===== config.mk =====
export PLATFORM = sky130hd
export DESIGN_NAME = cam_core
export DESIGN_NICKNAME = d
export VERILOG_FILES = /design/src/cam_pkg.sv /design/src/cam_core.sv /design/src/cam_ea_calc.sv /design/src/cam_mul.sv
export SDC_FILE = /design/constraint.sdc
export NUM_CORES = 1
export LEC_CHECK = 0
export ABC_CLOCK_PERIOD_IN_PS = 4500
export BUFFER_PORTS_ARGS = -buffer_cell sky130_fd_sc_hd__buf_2
export CAP_MARGIN = 20
export CORE_MARGIN = 5
export CORE_UTILIZATION = 50
export DETAILED_ROUTE_END_ITERATION = 8
export GPL_TIMING_DRIVEN = 0
export PLACE_DENSITY_LB_ADDON = 0.12
export SYNTH_ARGS = -nofsm -noshare
export SYNTH_HDL_FRONTEND = slang
export SYNTH_SLANG_ARGS = --single-unit

===== constraint.sdc =====
create_clock -name clk_in -period 4.5 [get_ports clk_in]
set_input_delay 0.9 -clock clk_in [delete_from_list [all_inputs] [get_ports clk_in]]
set_output_delay 0.9 -clock clk_in [all_outputs]
set_load 0.005 [all_outputs]

===== src/cam_pkg.sv =====
// Shared types and constants for the operand fetch and effective-address unit
package cam_pkg;

  // Eight addressing modes
  typedef enum logic [2:0] {
    AM_INH = 3'b000,
    AM_IMM = 3'b001,
    AM_DIR = 3'b010,
    AM_EXT = 3'b011,
    AM_IX  = 3'b100,
    AM_IX1 = 3'b101,
    AM_IX2 = 3'b110,
    AM_REL = 3'b111
  } cam_mode_t;

  typedef enum logic [2:0] {
    S_IDLE  = 3'b000,
    S_WAIT1 = 3'b001,
    S_BYTE1 = 3'b010,
    S_WAIT2 = 3'b011,
    S_BYTE2 = 3'b100,
    S_CALC  = 3'b101
  } cam_state_t;

  localparam int CAM_NUM_INSTR = 62;
  localparam int CAM_NUM_MODES = 8;

  localparam logic [1:0] LEN_ONE = 2'h1;
  localparam logic [1:0] LEN_TWO = 2'h2;
  localparam logic [1:0] LEN_THREE = 2'h3;

  localparam logic [15:0] PC_STEP = 16'h0001;
  localparam logic [7:0] ZERO_PAGE = 8'h00;
  localparam logic [15:0] RST_ADDR = 16'h0000;
  localparam logic [7:0] RST_BYTE = 8'h00;
  localparam logic [15:0] IX1_TOP = 16'h01fe;

  // Instruction length in bytes, opcode included
  function automatic logic [1:0] cam_length(input cam_mode_t m);
    logic [1:0] len;
    len = LEN_ONE;
    case (m)
      AM_INH, AM_IX: len = LEN_ONE;
      AM_EXT, AM_IX2: len = LEN_THREE;
      default: len = LEN_TWO;
    endcase
    return len;
  endfunction

endpackage


===== src/cam_core.sv =====
// Operand fetch, effective-address and multiply unit of the CPU
`timescale 1ns/1ps
`default_nettype none
module cam_core
  import cam_pkg::*;
(
  // Clock, reset, enable
  input wire logic clk_in,
  input wire logic rst_in,
  input wire logic ce_in,
  // Decode-stage request
  input wire logic start_in,
  input wire logic [2:0] mode_in,
  input wire logic [15:0] pc_in,
  input wire logic [7:0] index_in,
  input wire logic branch_cond_in,
  output logic busy_out,
  // Decode-stage result
  output logic done_out,
  output logic [15:0] ea_out,
  output logic [7:0] operand_out,
  output logic use_mem_out,
  output logic [1:0] length_out,
  output logic [15:0] next_pc_out,
  output logic branch_taken_out,
  // Program memory read port
  output logic mem_rd_out,
  output logic [15:0] mem_addr_out,
  input wire logic [7:0] mem_data_in,
  // Multiply request and result
  input wire logic mul_start_in,
  input wire logic [7:0] mul_acc_in,
  input wire logic [7:0] mul_index_in,
  output logic mul_done_out,
  output logic [7:0] mul_acc_out,
  output logic [7:0] mul_index_out
);

  cam_state_t state, next_state;
  cam_mode_t mode_q, next_mode_q;
  cam_mode_t req_mode;
  logic [15:0] pc_q, next_pc_q;
  logic [7:0] idx_q, next_idx_q;
  logic [7:0] b1_q, next_b1_q;
  logic [7:0] b2_q, next_b2_q;
  logic cond_q, next_cond_q;
  logic [1:0] len_q, next_len_q;
  logic [1:0] req_len;
  logic next_mem_rd;
  logic [15:0] next_mem_addr;
  logic next_done;
  logic [15:0] next_ea;
  logic [7:0] next_operand;
  logic next_use_mem;
  logic [1:0] next_length;
  logic [15:0] next_npc;
  logic next_taken;
  logic [15:0] calc_ea;
  logic calc_use_mem;
  logic calc_taken;
  logic [15:0] calc_npc;
  logic next_mul_done;
  logic [7:0] next_mul_acc, next_mul_index;
  logic [7:0] prod_high, prod_low;

  // The 3-bit mode field spans exactly the eight modes
  assign req_mode = cam_mode_t'(mode_in);
  assign req_len = cam_length(req_mode);
  assign busy_out = (state != S_IDLE);

  cam_ea_calc u_ea (
    .mode_in(mode_q),
    .pc_in(pc_q),
    .index_in(idx_q),
    .byte1_in(b1_q),
    .byte2_in(b2_q),
    .cond_in(cond_q),
    .len_in(len_q),
    .ea_out(calc_ea),
    .use_mem_out(calc_use_mem),
    .taken_out(calc_taken),
    .next_pc_out(calc_npc)
  );

  cam_mul u_mul (
    .acc_in(mul_acc_in),
    .index_in(mul_index_in),
    .high_out(prod_high),
    .low_out(prod_low)
  );

  // Fetch sequencer; memory answers one cycle after a read strobe
  always_comb begin
    next_state = state;
    next_mode_q = mode_q;
    next_pc_q = pc_q;
    next_idx_q = idx_q;
    next_b1_q = b1_q;
    next_b2_q = b2_q;
    next_cond_q = cond_q;
    next_len_q = len_q;
    next_mem_rd = 1'b0;
    next_mem_addr = mem_addr_out;
    next_done = 1'b0;
    next_ea = ea_out;
    next_operand = operand_out;
    next_use_mem = use_mem_out;
    next_length = length_out;
    next_npc = next_pc_out;
    next_taken = branch_taken_out;
    case (state)
      S_IDLE: begin
        if (start_in) begin
          next_mode_q = req_mode;
          next_pc_q = pc_in;
          next_idx_q = index_in;
          next_cond_q = branch_cond_in;
          next_len_q = req_len;
          next_b1_q = RST_BYTE;
          next_b2_q = RST_BYTE;
          if (req_len == LEN_ONE) begin
            next_state = S_CALC;
          end else begin
            next_mem_rd = 1'b1;
            next_mem_addr = pc_in + PC_STEP;
            next_state = S_WAIT1;
          end
        end
      end
      S_WAIT1: next_state = S_BYTE1;
      S_BYTE1: begin
        next_b1_q = mem_data_in;
        if (len_q == LEN_THREE) begin
          next_mem_rd = 1'b1;
          next_mem_addr = pc_q + PC_STEP + PC_STEP;
          next_state = S_WAIT2;
        end else begin
          next_state = S_CALC;
        end
      end
      S_WAIT2: next_state = S_BYTE2;
      S_BYTE2: begin
        next_b2_q = mem_data_in;
        next_state = S_CALC;
      end
      S_CALC: begin
        next_done = 1'b1;
        next_ea = calc_ea;
        // Only immediate mode hands a literal back; the memory modes read at ea_out
        next_operand = (mode_q == AM_IMM) ? b1_q : RST_BYTE;
        next_use_mem = calc_use_mem;
        next_length = len_q;
        next_npc = calc_npc;
        next_taken = calc_taken;
        next_state = S_IDLE;
      end
      default: next_state = S_IDLE;
    endcase
  end

  always_ff @(posedge clk_in or posedge rst_in) begin
    if (rst_in) begin
      state <= S_IDLE;
      mode_q <= AM_INH;
      pc_q <= RST_ADDR;
      idx_q <= RST_BYTE;
      b1_q <= RST_BYTE;
      b2_q <= RST_BYTE;
      cond_q <= 1'b0;
      len_q <= LEN_ONE;
      mem_rd_out <= 1'b0;
      mem_addr_out <= RST_ADDR;
      done_out <= 1'b0;
      ea_out <= RST_ADDR;
      operand_out <= RST_BYTE;
      use_mem_out <= 1'b0;
      length_out <= LEN_ONE;
      next_pc_out <= RST_ADDR;
      branch_taken_out <= 1'b0;
    end else if (ce_in) begin
      state <= next_state;
      mode_q <= next_mode_q;
      pc_q <= next_pc_q;
      idx_q <= next_idx_q;
      b1_q <= next_b1_q;
      b2_q <= next_b2_q;
      cond_q <= next_cond_q;
      len_q <= next_len_q;
      mem_rd_out <= next_mem_rd;
      mem_addr_out <= next_mem_addr;
      done_out <= next_done;
      ea_out <= next_ea;
      operand_out <= next_operand;
      use_mem_out <= next_use_mem;
      length_out <= next_length;
      next_pc_out <= next_npc;
      branch_taken_out <= next_taken;
    end
  end

  // Multiply is single cycle and independent of the fetch sequencer
  always_comb begin
    next_mul_done = mul_start_in;
    next_mul_acc = mul_acc_out;
    next_mul_index = mul_index_out;
    if (mul_start_in) begin
      next_mul_acc = prod_low;
      next_mul_index = prod_high;
    end
  end

  always_ff @(posedge clk_in or posedge rst_in) begin
    if (rst_in) begin
      mul_done_out <= 1'b0;
      mul_acc_out <= RST_BYTE;
      mul_index_out <= RST_BYTE;
    end else if (ce_in) begin
      mul_done_out <= next_mul_done;
      mul_acc_out <= next_mul_acc;
      mul_index_out <= next_mul_index;
    end
  end
endmodule
`default_nettype wire


===== src/cam_ea_calc.sv =====
// Effective-address and branch-target arithmetic for all addressing modes
`timescale 1ns/1ps
`default_nettype none
module cam_ea_calc
  import cam_pkg::*;
(
  // Captured instruction fields
  input wire cam_mode_t mode_in,
  input wire logic [15:0] pc_in,
  input wire logic [7:0] index_in,
  input wire logic [7:0] byte1_in,
  input wire logic [7:0] byte2_in,
  input wire logic cond_in,
  input wire logic [1:0] len_in,
  // Results
  output logic [15:0] ea_out,
  output logic use_mem_out,
  output logic taken_out,
  output logic [15:0] next_pc_out
);
  logic [15:0] after_pc;
  logic [15:0] offset;

  always_comb begin
    after_pc = pc_in + {14'h0000, len_in};
    offset = {{8{byte1_in[7]}}, byte1_in};
    ea_out = RST_ADDR;
    use_mem_out = 1'b1;
    case (mode_in)
      AM_INH: use_mem_out = 1'b0;
      AM_IMM: use_mem_out = 1'b0;
      AM_DIR: ea_out = {ZERO_PAGE, byte1_in};
      AM_EXT: ea_out = {byte1_in, byte2_in};
      AM_IX: ea_out = {ZERO_PAGE, index_in};
      // Full 16-bit add so the low-byte carry lands in the high byte
      AM_IX1: ea_out = {ZERO_PAGE, byte1_in} + {ZERO_PAGE, index_in};
      AM_IX2: ea_out = {byte1_in, byte2_in} + {ZERO_PAGE, index_in};
      AM_REL: begin
        ea_out = after_pc + offset;
        use_mem_out = 1'b0;
      end
      default: use_mem_out = 1'b0;
    endcase
    taken_out = (mode_in == AM_REL) && cond_in;
    next_pc_out = taken_out ? ea_out : after_pc;
  end
endmodule
`default_nettype wire


===== src/cam_mul.sv =====
// Unsigned 8x8 multiplier with split high and low result bytes
`timescale 1ns/1ps
`default_nettype none
module cam_mul
  import cam_pkg::*;
(
  // Factors
  input wire logic [7:0] acc_in,
  input wire logic [7:0] index_in,
  // Product halves
  output logic [7:0] high_out,
  output logic [7:0] low_out
);
  logic [15:0] product;

  assign product = {ZERO_PAGE, acc_in} * {ZERO_PAGE, index_in};
  assign high_out = product[15:8];
  assign low_out = product[7:0];
endmodule
`default_nettype wire


==> reports/results.tsv <==
stage	metric	value	unit
synthesis	synth-edff-count	0	
die	start_util	0.504	
final_layout	sequential_cell_area	3210	µm²
final_layout	final_cell_mix	sky130_fd_sc_hd__nand2_1 (146), sky130_fd_sc_hd__buf_2 (128), sky130_fd_sc_hd__dfrtp_1 (126)	
grt	global_route.overflow_total	0	
clock_tree	clock_tree.htree_level_count	4	
synthesis	netlist.top_cell.by_area	sky130_fd_sc_hd__dfrtp_1	
sta	max_clock_freq	0.230	GHz
worst_hold_path	worst_hold_path.num_cells	2	
final_layout	insertedDiodeCount	0	
synthesis	synth.top_cells.by_area	sky130_fd_sc_hd__dfrtp_1 (31%), sky130_fd_sc_hd__ha_1 (9.2%), sky130_fd_sc_hd__fa_1 (7.9%), sky130_fd_sc_hd__nand2_1 (5.6%), sky130_fd_sc_hd__o21ai_0 (4.5%)	
detailed_routing	drt-total-wl	28.2	mm
grt	grt_pass1_wl	46.3	mm
setup_path	cp_max_fo	8	
die	die_area	23200	µm²
final_layout	layout.cells.non_filler	1545	
pwr	power.ir.vdd_worst	0.276	mV
synthesis	netlist_area	10100	µm²
setup_path	cp_data_arrival_time	4.64	ns
flow_run	max_cap_viol_count	0	
die	num_io_pins	137	
sta	worstMarginPinSlew	1.04	ns
setup_path	worst_setup_path_start_kind	input pin	
detailed_routing	post_drt_via_cell_ratio	5.66	
synthesis	syn_avg_cell_area	9.16	µm²
die	fp.dieH	152	µm
setup_path	register_to_register_path_depth	12	
detailed_routing	routed_wire_length_per_instance	18.2	µm
placed_design	numPlacedInstances	1510	
die	dieWidth	152	µm
detailed_routing	met2_length	13.1	mm
clock_tree	cts_buffer_depth	2	
sta	final_min_period_over_clock_period	0.964	
pwr	power_per_cell_area	664	nW/µm²
final_layout	fin_area	11900	µm²
sta	worst_case_headroom_to_the_max_slew_limit	0.302	
grt	grtUsageTotal	0.247	
detailed_routing	highest-signal-layer	met5	
clock_tree	tritoncts_clock_tree	built	
detailed_routing	dr_wl_met3	1.60	mm
placed_design	dpl_cell_area	11200	µm²
synthesis	yosysTopAreaCellShare	0.312	
worst_hold_path	holdCritPathClass	register to register	
setup_path	startpoint_to_endpoint_class_of_the_critical_path	input pin to register	
synthesis	ys.warnings.count	0	
synthesis	synth-async-reset-ratio	1.00	
placed_design	gpl.final_weighted_congestion	0.962	
detailed_routing	ant_nets	0	
grt	antenna_found_initial	1	
run_status	run_status	finished, final reports clean	
grt	grt_start_max_net_pins	81	
setup_path	timing.reg2reg.setup_slack	0.80	ns
synthesis	postSynth.topFlopCell	sky130_fd_sc_hd__dfrtp_1	
synthesis	ys_ff_latch	128	
clock_tree	clk_pin_slew	0.06	ns
final_layout	multi_input_area	6500	µm²
final_layout	final_common_cell	sky130_fd_sc_hd__nand2_1	
die	rows	52	
sta	timing.final.setup_violations	0	
die	design.core.area	20000	µm²
detailed_routing	route.detailed.drc	0	
synthesis	syn-num-nets	1274	
final_layout	layout.nets	1434	
sta	timing_max_transition_violations_final	0	
detailed_routing	number_of_iterations_in_the_first_detailed_routing_pass	6	
synthesis	synth_seq_area_share	0.317	
clock_tree	clockRootBuffer	sky130_fd_sc_hd__clkbuf_16	
synthesis	synth_cells	1103	
setup_path	critical_path.endpoint_type	register	
detailed_routing	dr_total_vias	8737	
placed_design	buffer_ports.inserted	136	
sta	report.final.hold_viol_count	0	
placed_design	dp_hpwl	22.3	mm
final_layout	filler_cell_count	1836	
sta	min_period	4.34	ns
clock_tree	numClockSinks	128	
detailed_routing	drtIter0Drc	528	
final_layout	drive_above_1_share	0.210	
setup_path	critical_path_required	4.80	ns
pwr	power_leakage	5.77	nW
synthesis	synth.lib_cells_used.distinct	78	
final_layout	layout_overhead_on_the_synthesized_area	18.0	%
grt	grt_pass1_vias	8553	
clock_tree	clk_latency	0.43	ns
detailed_routing	wl_met1	12.8	mm
clock_tree	cts_made_buffers	17	
sta	final_setup_skew	0.0127	ns
==> worst paths after layout <==
| check | start | end |
|---|---|---|
| min in group asynchronous | rst_in | mem_addr_out[11]$_DFFE_PP0P_ |
| max reg2reg | len_q[0]$_DFFE_PP1P_ | next_pc_out[11]$_DFFE_PP0P_ |
| max in group asynchronous | rst_in | len_q[0]$_DFFE_PP1P_ |
| min reg2reg | length_out[0]$_DFFE_PP1P_ | length_out[0]$_DFFE_PP1P_ |
| min | length_out[0]$_DFFE_PP1P_ | length_out[0]$_DFFE_PP1P_ |
| max | mul_index_in[2] | mul_index_out[6]$_DFFE_PP0P_ |
==> worst max-delay path, stage by stage <==
cell	delay [ns]
sky130_fd_sc_hd__clkbuf_4	0.15
sky130_fd_sc_hd__and2_1	0.14
sky130_fd_sc_hd__ha_1	0.21
sky130_fd_sc_hd__fa_1	0.48
sky130_fd_sc_hd__ha_1	0.29
sky130_fd_sc_hd__inv_1	0.05
sky130_fd_sc_hd__fa_1	0.50
sky130_fd_sc_hd__inv_1	0.05
sky130_fd_sc_hd__ha_1	0.30
sky130_fd_sc_hd__a21o_1	0.19
sky130_fd_sc_hd__a21o_1	0.21
sky130_fd_sc_hd__a2111o_1	0.44
sky130_fd_sc_hd__a21o_1	0.20
sky130_fd_sc_hd__a31oi_2	0.19
sky130_fd_sc_hd__xor2_1	0.23
sky130_fd_sc_hd__o21ai_1	0.08
==> Yosys cell counts, drive strengths merged (3+ instances only) <==
cell     number
nand2       151
dfrtp       126
o21ai        98
ha           74
inv          65
and2         55
a21oi        54
nor2         53
fa           40
xor2         40
nand3        37
clkbuf       34
mux2         34
xnor2        34
nor3         24
a21o         18
nand4        13
a22o         11
a31oi        11
a211oi       10
and3         10
mux2i        10
a22oi         9
buf           9
nand2b        7
o21bai        6
or3           6
o31ai         5
a221o         4
nor2b         4
o211ai        4
o21a          4
a2111oi       3
a221oi        3
a311oi        3
and4          3
o31a          3
or2           3
==> power breakdown <==
part | internal [W] | switching, W | leakage (nW)
registers | 0.00163 | 0.000478 | 1.63
clock network | 0.000826 | 0.000551 | 0.274
logic | 0.00191 | 0.00252 | 3.86
==> cell families after synthesis <==
group | share of synthesized area
multiplexers | 0.0522
AND/OR/NAND/NOR | 0.175
adder cells (fa/ha/maj) | 0.171
flip-flops | 0.317
AO/OA/AOI/OAI | 0.168
XOR/XNOR | 0.0664
buffers and inverters | 0.0503
==> layout make-up <==
cell class / instances / area share
clock inverters: 13 / 0.0118
clock buffers: 18 / 0.0368
inverters: 65 / 0.0209
multi-input cells: 866 / 0.545
flip-flops and latches: 128 / 0.269
well taps: 270 / 0.0283
plain buffers: 44 / 0.0221
repair buffers: 141 / 0.0660
==> per-layer routing <==
metal  GRT usage  vias up
met1       0.339     4233
met5           0        -
met2       0.393      268
li1            -     4185
met3      0.0562       49
met4      0.0758        2
==> flip-flops by register name, indices dropped and copies added, names as in the netlist <==
signal	cells
branch_taken_out	1
done_out	1
b1_q	8
mul_acc_out	8
idx_q	8
b2_q	8
mode_q	3
mul_index_out	8
use_mem_out	1
mem_addr_out	16
state	3
next_pc_out	16
operand_out	8
pc_q	16
len_q	2
mem_rd_out	1
length_out	2
ea_out	16
cond_q	1
mul_done_out	1
==> metrics by stage <==
stage	worst slack [ns]	power [W]	setup TNS, ns	hold slack [ns]	util
2_1_floorplan	-0.00491	0.00507	-0.00491	0.448	-
3_5_place_dp	-0.470	0.00642	-2.17	0.450	0.559
6_report	0.161	0.00791	0	0.455	0.595
5_1_grt	-0.00378	0.00855	-0.00378	0.475	0.595
3_3_place_gp	-1.42	0.00634	-179.47	0.449	0.557
4_1_cts	0.00448	0.00783	0	0.459	0.588
==> repair_timing <==
item                       in CTS  in global routing
setup endpoints to repair       0                  6
resized for setup               0                 43
setup buffers                   0                  4
hold buffers                    0                  0
Power figures use the tool's default switching activity.
